## config.mk

```make
export PLATFORM = sky130hd
export DESIGN_NAME = vdc_regs
export DESIGN_NICKNAME = d
export VERILOG_FILES = /design/src/shared/vdc_pkg.sv /design/src/rtl/vdc_regs.sv
export SDC_FILE = /design/constraint.sdc
export NUM_CORES = 1
export LEC_CHECK = 0
export ABC_AREA = 1
export BUFFER_PORTS_ARGS = -buffer_cell sky130_fd_sc_hd__buf_2
export CORE_UTILIZATION = 50
export CTS_CLUSTER_DIAMETER = 40
export DETAILED_ROUTE_END_ITERATION = 10
export PLACE_DENSITY = 0.77
export SLEW_MARGIN = 20
export SYNTH_ARGS = -nofsm -noshare
export SYNTH_HDL_FRONTEND = slang
export SYNTH_SLANG_ARGS = --single-unit
```

## constraint.sdc

```tcl
create_clock -name i_clk -period 2 [get_ports i_clk]
set_input_delay 0.2 -clock i_clk [delete_from_list [all_inputs] [get_ports i_clk]]
set_output_delay 0.2 -clock i_clk [all_outputs]
set_load 0.01 [all_outputs]
```

## src/shared/vdc_pkg.sv

```systemverilog
`default_nettype none

package vdc_pkg;

   // Register offsets on the programming link
   localparam logic [7:0] ADDR_MARGIN   = 8'h83;
   localparam logic [7:0] ADDR_SELFTEST = 8'h85;
   localparam logic [7:0] ADDR_UNLOCK   = 8'h86;
   localparam logic [7:0] ADDR_FORCE    = 8'hA0;
   localparam logic [7:0] ADDR_SIGN     = 8'hA1;
   localparam logic [7:0] ADDR_DIAG     = 8'hA3;
   localparam logic [7:0] ADDR_ANGTEMP  = 8'hA7;
   localparam logic [7:0] ADDR_CHFINAL  = 8'hA8;
   localparam logic [7:0] ADDR_CHPRE    = 8'hA9;
   localparam logic [7:0] ADDR_RADIUS   = 8'hAA;

   // Margin test control field positions
   localparam int MG_GO_BIT     = 0;
   localparam int MG_UPSKIP_BIT = 1;
   localparam int MG_LOSKIP_BIT = 2;
   localparam int MG_STATE_LSB  = 3;
   localparam int MG_SIDE_BIT   = 5;
   localparam int MG_ADDREN_BIT = 6;
   localparam int MG_ADDR_LSB   = 7;
   localparam int MG_REPEAT_BIT = 13;
   localparam int MG_ADDR_W     = 6;

   // Other field positions
   localparam int ST_DONE_BIT   = 4;
   localparam int ST_PASS_BIT   = 5;
   localparam int UNLOCK_BIT    = 1;
   localparam int FORCE_BIT     = 7;
   localparam int DIAG_W        = 13;
   localparam int RADIUS_W      = 17;
   localparam int SRR_BIT       = 5;

   // Reset values
   localparam logic [MG_ADDR_W-1:0] MG_ADDR_RST  = 6'h00;
   localparam logic                 FORCE_RST    = 1'b0;
   localparam logic [31:0]          WORD_RST     = 32'h0000_0000;

   // Margin test status codes
   typedef enum logic [1:0] {
      VDC_MS_NOTRUN = 2'b00,
      VDC_MS_PASS   = 2'b01,
      VDC_MS_FAIL   = 2'b10,
      VDC_MS_RUN    = 2'b11
   } vdc_mstat_t;

   // Margin sequencer states
   typedef enum logic [1:0] {
      VDC_SQ_IDLE  = 2'b00,
      VDC_SQ_CHECK = 2'b01,
      VDC_SQ_NEXT  = 2'b10
   } vdc_seq_t;

   // One margin check request towards the memory array
   typedef struct packed {
      logic                 req;
      logic [MG_ADDR_W-1:0] addr;
      logic                 upper;
   } vdc_ee_req_t;

   // One decoded register transaction from the link
   typedef struct packed {
      logic        wr;
      logic        rd;
      logic [7:0]  addr;
      logic [31:0] wdata;
   } vdc_reg_req_t;

endpackage

`default_nettype wire

```

## src/rtl/vdc_regs.sv

```systemverilog
`timescale 1ns/1ps
`default_nettype none

module vdc_regs #(
   parameter logic [vdc_pkg::MG_ADDR_W-1:0] EE_LAST_ADDR = 6'h3F,
   // Expected self-test signature, value arbitrary
   parameter logic [31:0]                   SIG_EXPECT   = 32'h5A5A_0001
) (
   // Clock and reset
   input  wire logic                        i_clk,
   input  wire logic                        i_resetn,
   // Decoded register access from the programming link
   input  wire vdc_pkg::vdc_reg_req_t       i_reg,
   output logic [31:0]                      o_reg_rdata,
   output logic                             o_reg_rvalid,
   // Margin check port of the memory array
   output vdc_pkg::vdc_ee_req_t             o_ee_req,
   input  wire logic                        i_ee_done,
   input  wire logic                        i_ee_fail,
   // Logic self-test
   input  wire logic                        i_bist_done,
   input  wire logic [31:0]                 i_bist_sig,
   // Access code recognised by the link
   input  wire logic                        i_access_ok,
   // Diagnostics
   input  wire logic [vdc_pkg::DIAG_W-1:0]  i_diag_raw,
   input  wire logic [vdc_pkg::DIAG_W-1:0]  i_diag_mask,
   input  wire logic [vdc_pkg::RADIUS_W-1:0] i_radius_lo,
   input  wire logic [vdc_pkg::RADIUS_W-1:0] i_radius_hi,
   // Signal path snapshots
   input  wire logic [15:0]                 i_temp,
   input  wire logic [15:0]                 i_angle,
   input  wire logic [15:0]                 i_chan_b,
   input  wire logic [15:0]                 i_chan_a,
   input  wire logic [15:0]                 i_chan_b_pre,
   input  wire logic [15:0]                 i_chan_a_pre,
   input  wire logic [vdc_pkg::RADIUS_W-1:0] i_radius_sq,
   // Output stage control
   output logic                             o_output_hiz,
   output logic                             o_link_active,
   output logic                             o_logic_fault
);

   // Margin register fields and sequencer state
   logic                          go_q;
   logic                          up_skip_q;
   logic                          lo_skip_q;
   vdc_pkg::vdc_mstat_t           mstat_q;
   logic                          side_q;
   logic                          addr_en_q;
   logic [vdc_pkg::MG_ADDR_W-1:0] chk_addr_q;
   logic                          repeat_q;
   vdc_pkg::vdc_seq_t             seq_q;
   logic [vdc_pkg::MG_ADDR_W-1:0] cur_q;
   logic                          cur_upper_q;
   logic                          any_fail_q;
   logic                          req_q;

   // Other register state
   logic                          st_done_q;
   logic                          st_pass_q;
   logic [31:0]                   sig_q;
   logic                          unlock_q;
   logic                          force_q;
   logic [vdc_pkg::DIAG_W-1:0]    diag_q;
   logic [31:0]                   angtemp_q;
   logic [31:0]                   chfinal_q;
   logic [31:0]                   chpre_q;
   logic [vdc_pkg::RADIUS_W-1:0]  radius_q;

   // Decode helpers
   logic                          wr_margin;
   logic                          first_upper;
   logic                          last_side;
   logic [vdc_pkg::DIAG_W-1:0]    diag_cond;
   logic                          radius_bad;

   assign wr_margin   = i_reg.wr && (i_reg.addr == vdc_pkg::ADDR_MARGIN);
   assign first_upper = lo_skip_q;
   assign last_side   = cur_upper_q || up_skip_q;

   // Margin control register and check sequencer
   always_ff @(posedge i_clk or negedge i_resetn) begin
      if (!i_resetn) begin
         go_q        <= 1'b0;
         up_skip_q   <= 1'b0;
         lo_skip_q   <= 1'b0;
         mstat_q     <= vdc_pkg::VDC_MS_NOTRUN;
         side_q      <= 1'b0;
         addr_en_q   <= 1'b0;
         chk_addr_q  <= vdc_pkg::MG_ADDR_RST;
         repeat_q    <= 1'b0;
         seq_q       <= vdc_pkg::VDC_SQ_IDLE;
         cur_q       <= vdc_pkg::MG_ADDR_RST;
         cur_upper_q <= 1'b0;
         any_fail_q  <= 1'b0;
         req_q       <= 1'b0;
      end else begin
         case (seq_q)
            vdc_pkg::VDC_SQ_IDLE: begin
               if (wr_margin) begin
                  up_skip_q  <= i_reg.wdata[vdc_pkg::MG_UPSKIP_BIT];
                  lo_skip_q  <= i_reg.wdata[vdc_pkg::MG_LOSKIP_BIT];
                  addr_en_q  <= i_reg.wdata[vdc_pkg::MG_ADDREN_BIT];
                  chk_addr_q <= i_reg.wdata[vdc_pkg::MG_ADDR_LSB +:
                                            vdc_pkg::MG_ADDR_W];
                  repeat_q   <= i_reg.wdata[vdc_pkg::MG_REPEAT_BIT];
                  if (i_reg.wdata[vdc_pkg::MG_GO_BIT]) begin
                     any_fail_q <= 1'b0;
                     // Custom or zero start address
                     if (i_reg.wdata[vdc_pkg::MG_ADDREN_BIT]) begin
                        cur_q <= i_reg.wdata[vdc_pkg::MG_ADDR_LSB +:
                                             vdc_pkg::MG_ADDR_W];
                     end else begin
                        cur_q <= vdc_pkg::MG_ADDR_RST;
                     end
                     cur_upper_q <= i_reg.wdata[vdc_pkg::MG_LOSKIP_BIT];
                     if (i_reg.wdata[vdc_pkg::MG_LOSKIP_BIT] &&
                         i_reg.wdata[vdc_pkg::MG_UPSKIP_BIT]) begin
                        // Nothing to check: passes at once
                        mstat_q <= vdc_pkg::VDC_MS_PASS;
                     end else begin
                        go_q    <= 1'b1;
                        req_q   <= 1'b1;
                        mstat_q <= vdc_pkg::VDC_MS_RUN;
                        seq_q   <= vdc_pkg::VDC_SQ_CHECK;
                     end
                  end
               end
            end
            vdc_pkg::VDC_SQ_CHECK: begin
               if (i_ee_done) begin
                  req_q <= 1'b0;
                  seq_q <= vdc_pkg::VDC_SQ_NEXT;
                  if (i_ee_fail) begin
                     any_fail_q <= 1'b1;
                     side_q     <= cur_upper_q;
                     chk_addr_q <= cur_q;
                  end
               end
            end
            vdc_pkg::VDC_SQ_NEXT: begin
               if (!last_side) begin
                  cur_upper_q <= 1'b1;
                  req_q       <= 1'b1;
                  seq_q       <= vdc_pkg::VDC_SQ_CHECK;
               end else if (repeat_q) begin
                  cur_upper_q <= first_upper;
                  req_q       <= 1'b1;
                  seq_q       <= vdc_pkg::VDC_SQ_CHECK;
               end else if (cur_q == EE_LAST_ADDR) begin
                  go_q  <= 1'b0;
                  seq_q <= vdc_pkg::VDC_SQ_IDLE;
                  if (any_fail_q) begin
                     mstat_q <= vdc_pkg::VDC_MS_FAIL;
                  end else begin
                     mstat_q <= vdc_pkg::VDC_MS_PASS;
                  end
               end else begin
                  cur_q       <= cur_q + 6'h01;
                  cur_upper_q <= first_upper;
                  req_q       <= 1'b1;
                  seq_q       <= vdc_pkg::VDC_SQ_CHECK;
               end
            end
            default: begin
               seq_q <= vdc_pkg::VDC_SQ_IDLE;
               req_q <= 1'b0;
            end
         endcase
         // Early stop by clearing go, wins over sequencing
         if (wr_margin && (seq_q != vdc_pkg::VDC_SQ_IDLE) &&
             !i_reg.wdata[vdc_pkg::MG_GO_BIT]) begin
            go_q  <= 1'b0;
            req_q <= 1'b0;
            seq_q <= vdc_pkg::VDC_SQ_IDLE;
            if (any_fail_q ||
                ((seq_q == vdc_pkg::VDC_SQ_CHECK) && i_ee_done &&
                 i_ee_fail)) begin
               mstat_q <= vdc_pkg::VDC_MS_FAIL;
            end else begin
               mstat_q <= vdc_pkg::VDC_MS_NOTRUN;
            end
         end
      end
   end

   // Check request drive
   assign o_ee_req = '{req:   req_q,
                       addr:  cur_q,
                       upper: cur_upper_q};

   // Self-test capture and signature compare
   always_ff @(posedge i_clk or negedge i_resetn) begin
      if (!i_resetn) begin
         st_done_q     <= 1'b0;
         st_pass_q     <= 1'b0;
         sig_q         <= vdc_pkg::WORD_RST;
         o_logic_fault <= 1'b0;
      end else if (i_bist_done && !st_done_q) begin
         st_done_q     <= 1'b1;
         sig_q         <= i_bist_sig;
         st_pass_q     <= (i_bist_sig == SIG_EXPECT);
         o_logic_fault <= (i_bist_sig != SIG_EXPECT);
      end
   end

   // Sticky unlock after a valid access code
   always_ff @(posedge i_clk or negedge i_resetn) begin
      if (!i_resetn) begin
         unlock_q <= 1'b0;
      end else if (i_access_ok) begin
         unlock_q <= 1'b1;
      end
   end

   // Force programming interface bit and output stage
   always_ff @(posedge i_clk or negedge i_resetn) begin
      if (!i_resetn) begin
         force_q       <= vdc_pkg::FORCE_RST;
         o_output_hiz  <= vdc_pkg::FORCE_RST;
         o_link_active <= vdc_pkg::FORCE_RST;
      end else if (i_reg.wr && (i_reg.addr == vdc_pkg::ADDR_FORCE)) begin
         force_q       <= i_reg.wdata[vdc_pkg::FORCE_BIT];
         o_output_hiz  <= i_reg.wdata[vdc_pkg::FORCE_BIT];
         o_link_active <= i_reg.wdata[vdc_pkg::FORCE_BIT];
      end
   end

   // Radius range check and masked diagnostic flags
   assign radius_bad = (radius_q < i_radius_lo) ||
                       (radius_q > i_radius_hi);
   always_comb begin
      diag_cond                   = i_diag_raw;
      diag_cond[vdc_pkg::SRR_BIT] = radius_bad;
   end

   always_ff @(posedge i_clk or negedge i_resetn) begin
      if (!i_resetn) begin
         diag_q <= '0;
      end else begin
         diag_q <= diag_cond & ~i_diag_mask;
      end
   end

   // Signal path snapshots
   always_ff @(posedge i_clk or negedge i_resetn) begin
      if (!i_resetn) begin
         angtemp_q <= vdc_pkg::WORD_RST;
         chfinal_q <= vdc_pkg::WORD_RST;
         chpre_q   <= vdc_pkg::WORD_RST;
         radius_q  <= '0;
      end else begin
         angtemp_q <= {i_temp, i_angle};
         chfinal_q <= {i_chan_b, i_chan_a};
         chpre_q   <= {i_chan_b_pre, i_chan_a_pre};
         radius_q  <= i_radius_sq;
      end
   end

   // Read mux; unmapped addresses give no answer
   always_ff @(posedge i_clk or negedge i_resetn) begin
      if (!i_resetn) begin
         o_reg_rdata  <= vdc_pkg::WORD_RST;
         o_reg_rvalid <= 1'b0;
      end else begin
         o_reg_rvalid <= 1'b0;
         if (i_reg.rd) begin
            o_reg_rvalid <= 1'b1;
            o_reg_rdata  <= vdc_pkg::WORD_RST;
            case (i_reg.addr)
               vdc_pkg::ADDR_MARGIN: begin
                  o_reg_rdata[vdc_pkg::MG_GO_BIT]     <= go_q;
                  o_reg_rdata[vdc_pkg::MG_UPSKIP_BIT] <= up_skip_q;
                  o_reg_rdata[vdc_pkg::MG_LOSKIP_BIT] <= lo_skip_q;
                  o_reg_rdata[vdc_pkg::MG_STATE_LSB +: 2] <= mstat_q;
                  o_reg_rdata[vdc_pkg::MG_SIDE_BIT]   <= side_q;
                  o_reg_rdata[vdc_pkg::MG_ADDREN_BIT] <= addr_en_q;
                  o_reg_rdata[vdc_pkg::MG_ADDR_LSB +: vdc_pkg::MG_ADDR_W]
                     <= chk_addr_q;
                  o_reg_rdata[vdc_pkg::MG_REPEAT_BIT] <= repeat_q;
               end
               vdc_pkg::ADDR_SELFTEST: begin
                  o_reg_rdata[vdc_pkg::ST_DONE_BIT] <= st_done_q;
                  o_reg_rdata[vdc_pkg::ST_PASS_BIT] <= st_pass_q;
               end
               vdc_pkg::ADDR_UNLOCK: begin
                  o_reg_rdata[vdc_pkg::UNLOCK_BIT] <= unlock_q;
               end
               vdc_pkg::ADDR_FORCE: begin
                  o_reg_rdata[vdc_pkg::FORCE_BIT] <= force_q;
               end
               vdc_pkg::ADDR_SIGN: begin
                  o_reg_rdata <= sig_q;
               end
               vdc_pkg::ADDR_DIAG: begin
                  o_reg_rdata[vdc_pkg::DIAG_W-1:0] <= diag_q;
               end
               vdc_pkg::ADDR_ANGTEMP: begin
                  o_reg_rdata <= angtemp_q;
               end
               vdc_pkg::ADDR_CHFINAL: begin
                  o_reg_rdata <= chfinal_q;
               end
               vdc_pkg::ADDR_CHPRE: begin
                  o_reg_rdata <= chpre_q;
               end
               vdc_pkg::ADDR_RADIUS: begin
                  o_reg_rdata[vdc_pkg::RADIUS_W-1:0] <= radius_q;
               end
               default: begin
                  o_reg_rvalid <= 1'b0;
               end
            endcase
         end
      end
   end
endmodule

`default_nettype wire

```

==> results.sh <==
export IMPL_power_per_cell_area_mw_per_mm2=927.4
export IMPL_yosysTopAreaCell="dfrtp_1"
export IMPL_rsz0062_at_grt="no"
export IMPL_wl_um=35360
export IMPL_yosysSeqAreaShare_pct=56.74
export IMPL_synthTopCellsByArea="dfrtp_1 (57%), nand2_1 (17%), inv_1 (5.2%)"
export IMPL_critPathMaxFanout=3
export IMPL_cts_tree="yes"
export IMPL_ant_nets=0
export IMPL_ys_types=31
export IMPL_grt_antenna_before_repair=1
export IMPL_slew_headroom_pct=58.61
export IMPL_critPathKind="register to register"
export IMPL_hold_path_class="primary input to register"
export IMPL_finalClockSkew_ns=0.02606
export IMPL_grt_ovfl_total=0
export IMPL_crit_arrival_ns=2.26
export IMPL_die_height_um=141.6
export IMPL_stdcell_area_mm2=0.01463
export IMPL_worstSetupEndpointType="register"
export IMPL_slew_viol_final=0
export IMPL_drt_drc_violations_left=0
export IMPL_syn_area_mm2=0.009747
export IMPL_grtUsageTotal_pct=36.41
export IMPL_ir_drop_v=0.0008109
export IMPL_die_x_um=141.6
export IMPL_maxCapViolCount=0
export IMPL_grt_first_pass_wirelength_um=55560
export IMPL_worst_ep_required_time_ns=2.41
export IMPL_hold_depth=3
export IMPL_tns_ns=0
export IMPL_synthCells=1168
export IMPL_drtIter0Drc=741
export IMPL_grt_pass1_vias=10963
export IMPL_synth_warnings=0
export IMPL_io_pins=297
export IMPL_reg2reg_depth=9
export IMPL_syn2layout_area_growth_pct=50.05
export IMPL_via_per_inst=5.227
export IMPL_initial_utilization_pct=51.59
export IMPL_grt_max_degree=78
export IMPL_hpwl_um=20130
export IMPL_first_pass_iters=7
export IMPL_via_count=10135
export IMPL_whs_ns=0.01994
export IMPL_clkSlewWorstSetupHoldPaths_ns=0.05
export IMPL_clkLatencyLatePin_ns=0.52
export IMPL_num_rows=50
export IMPL_fp_dieArea_mm2=0.02006
export IMPL_period_share_pct=92.33
export IMPL_cts_root_buffer="clkbuf_16"
export IMPL_postCtsSetupRepairBufs=0
export IMPL_syn_num_nets=1455
export IMPL_cts_num_sinks=221
export IMPL_finalSetupViolations=0
export IMPL_leakage_nw=8.072
export IMPL_critPathLaunchType="register"
export IMPL_cts_htree_levels=2
export IMPL_portBuffers=274
export IMPL_wl_per_cell_um=18.23
export IMPL_outcome="complete, no violations"
export IMPL_nets=1939
export IMPL_max_freq_mhz=541.5
export IMPL_numCtsBuffers=34
export IMPL_syn_mean_instance_area_um2=8.345
export IMPL_finalHoldViolations=0
export IMPL_drive_gt1_share_pct=23.06
export IMPL_worst_slew_pin_slew_ns=0.6209
export IMPL_fp_coreArea_mm2=0.01889
export IMPL_yosys_register_bits=221
export IMPL_finalWeightedCongestion=0.9400
export IMPL_cts_buffer_depth=3
export IMPL_finalCriticalPeriod_ns=1.847
export IMPL_dpl_instance_area_mm2=0.01161
export IMPL_netlist_area_leader_share_pct=56.74
## where the power goes
| group | internal (mW) | leakage (nW) | total [mW] | switching, mW |
|---|---|---|---|---|
| clock | 4.19 | 0.613 | 6.49 | 2.30 |
| combinational | 0.883 | 4.73 | 2.02 | 1.14 |
| sequential | 4.83 | 2.73 | 5.05 | 0.221 |
## repair_timing
item / 4_1_cts / 5_1_grt
hold buffers: 175 / 0
resized for setup: 0 / 1
hold endpoints to repair: 235 / 0
setup endpoints to repair: 0 / 1
## final cells by class
type	instances	area [µm²]
Sequential cell	221	5530
Fill cell	1211	4268
Multi-Input combinational cell	769	3525
Timing Repair Buffer	479	3433
Clock buffer	43	985.9
Inverter	147	551.8
Tap cell	260	325.3
Clock inverter	19	271.5
Antenna cell	1	2.502
## flip-flops by register name, summed over array words and instances, names as in the netlist, 2 cells and up
name and cells:
angtemp_q 32, chfinal_q 32, chk_addr_q 6, chpre_q 32, cur_q 6, diag_q 13, mstat_q 2, o_reg_rdata 32
radius_q 17, seq_q 2, sig_q 32
## layout by cell type (no fill, tap or decap), types with 3 or more instances in the layout
master / instances
nor2_1: 99
buf_12: 6
a21oi_1: 14
buf_4: 24
inv_2: 10
nor2_2: 5
clkinv_2: 3
clkbuf_8: 8
nand2_1: 432
o21ai_0: 56
nand3_1: 59
buf_2: 273
clkbuf_16: 35
clkinv_4: 3
clkinvlp_4: 3
inv_1: 135
o21ai_1: 28
inv_6: 3
dfrtp_1: 221
o211ai_1: 3
dlygate4sd3_1: 175
bufinv_16: 5
nand4_1: 16
o22ai_1: 3
ha_1: 34
nor3_1: 5
## path summary, 6_finish.rpt
check                       startpoint             end  slack [ns]
max                        radius_q[8]       diag_q[5]        0.15
min                           i_reg[2]     first_upper        0.02
max reg2reg                radius_q[8]       diag_q[5]        0.15
min reg2reg                       go_q            go_q        0.48
max in group asynchronous     i_resetn        repeat_q        1.08
min in group asynchronous     i_resetn  o_reg_rdata[7]        0.28
## layer usage
layer	vias up	global-route usage, %	routed length [µm]
met5	-	0	0
met4	0	24.34	2175
met3	196	7.627	2607
met2	605	62.48	17680
met1	4725	41.06	12900
li1	4609	-	-
## synthesized netlist by cell type
cell      instances
inv_2            10
clkinv_1          2
nand2_2           1
nor3_4            1
buf_4             4
nor3_2            1
mux2_2            1
a21o_1            2
xor2_1            1
nor3_1            5
o211ai_1          3
a21oi_1          15
and2_1            1
o21ai_1          28
or2_2             1
o21ai_0          56
nand4_1          16
buf_1             1
ha_1             34
nor4_1            2
nor2_1           99
o21bai_1          2
nand3_1          59
nor2_2            5
o22ai_1           3
nand2_1         432
a31oi_1           1
clkbuf_1         16
inv_1           135
dfrtp_1         221
buf_2            10
## cells by family after synthesis
| kind of cell | Yosys count | share of synthesized area [%] |
|---|---|---|
| AOI/OAI and AO/OA | 110 | 5.879 |
| xor gates and xnor gates | 1 | 0.08988 |
| adders and majority gates | 34 | 4.365 |
| buffers and inverters | 178 | 7.137 |
| DFF | 221 | 56.74 |
| muxes | 1 | 0.1155 |
| and+or+nand+nor | 623 | 25.67 |
## stage by stage
step,setup slack [ns],power [mW],std cells,utilization [%]
6_report,0.1533,13.56,1939,77.41
5_1_grt,0.07205,14.08,1939,77.41
4_1_cts,0.2469,13.48,1938,77.38
3_5_place_dp,0.1596,6.777,1701,61.45
3_3_place_gp,0.2086,6.720,1701,61.45
2_1_floorplan,0.4821,5.992,1168,-
## critical path, cell delays in order (launching register included)
cell and delay (ns):
dfrtp_1 0.41, ha_1 0.30, nand2_1 0.07, nor2_1 0.25, nand2_1 0.13, nor2_1 0.18
nand2_1 0.07, nand3_1 0.10, nand2_1 0.07, a21oi_2 0.17
No activity file was read; power rests on OpenSTA's default activity.
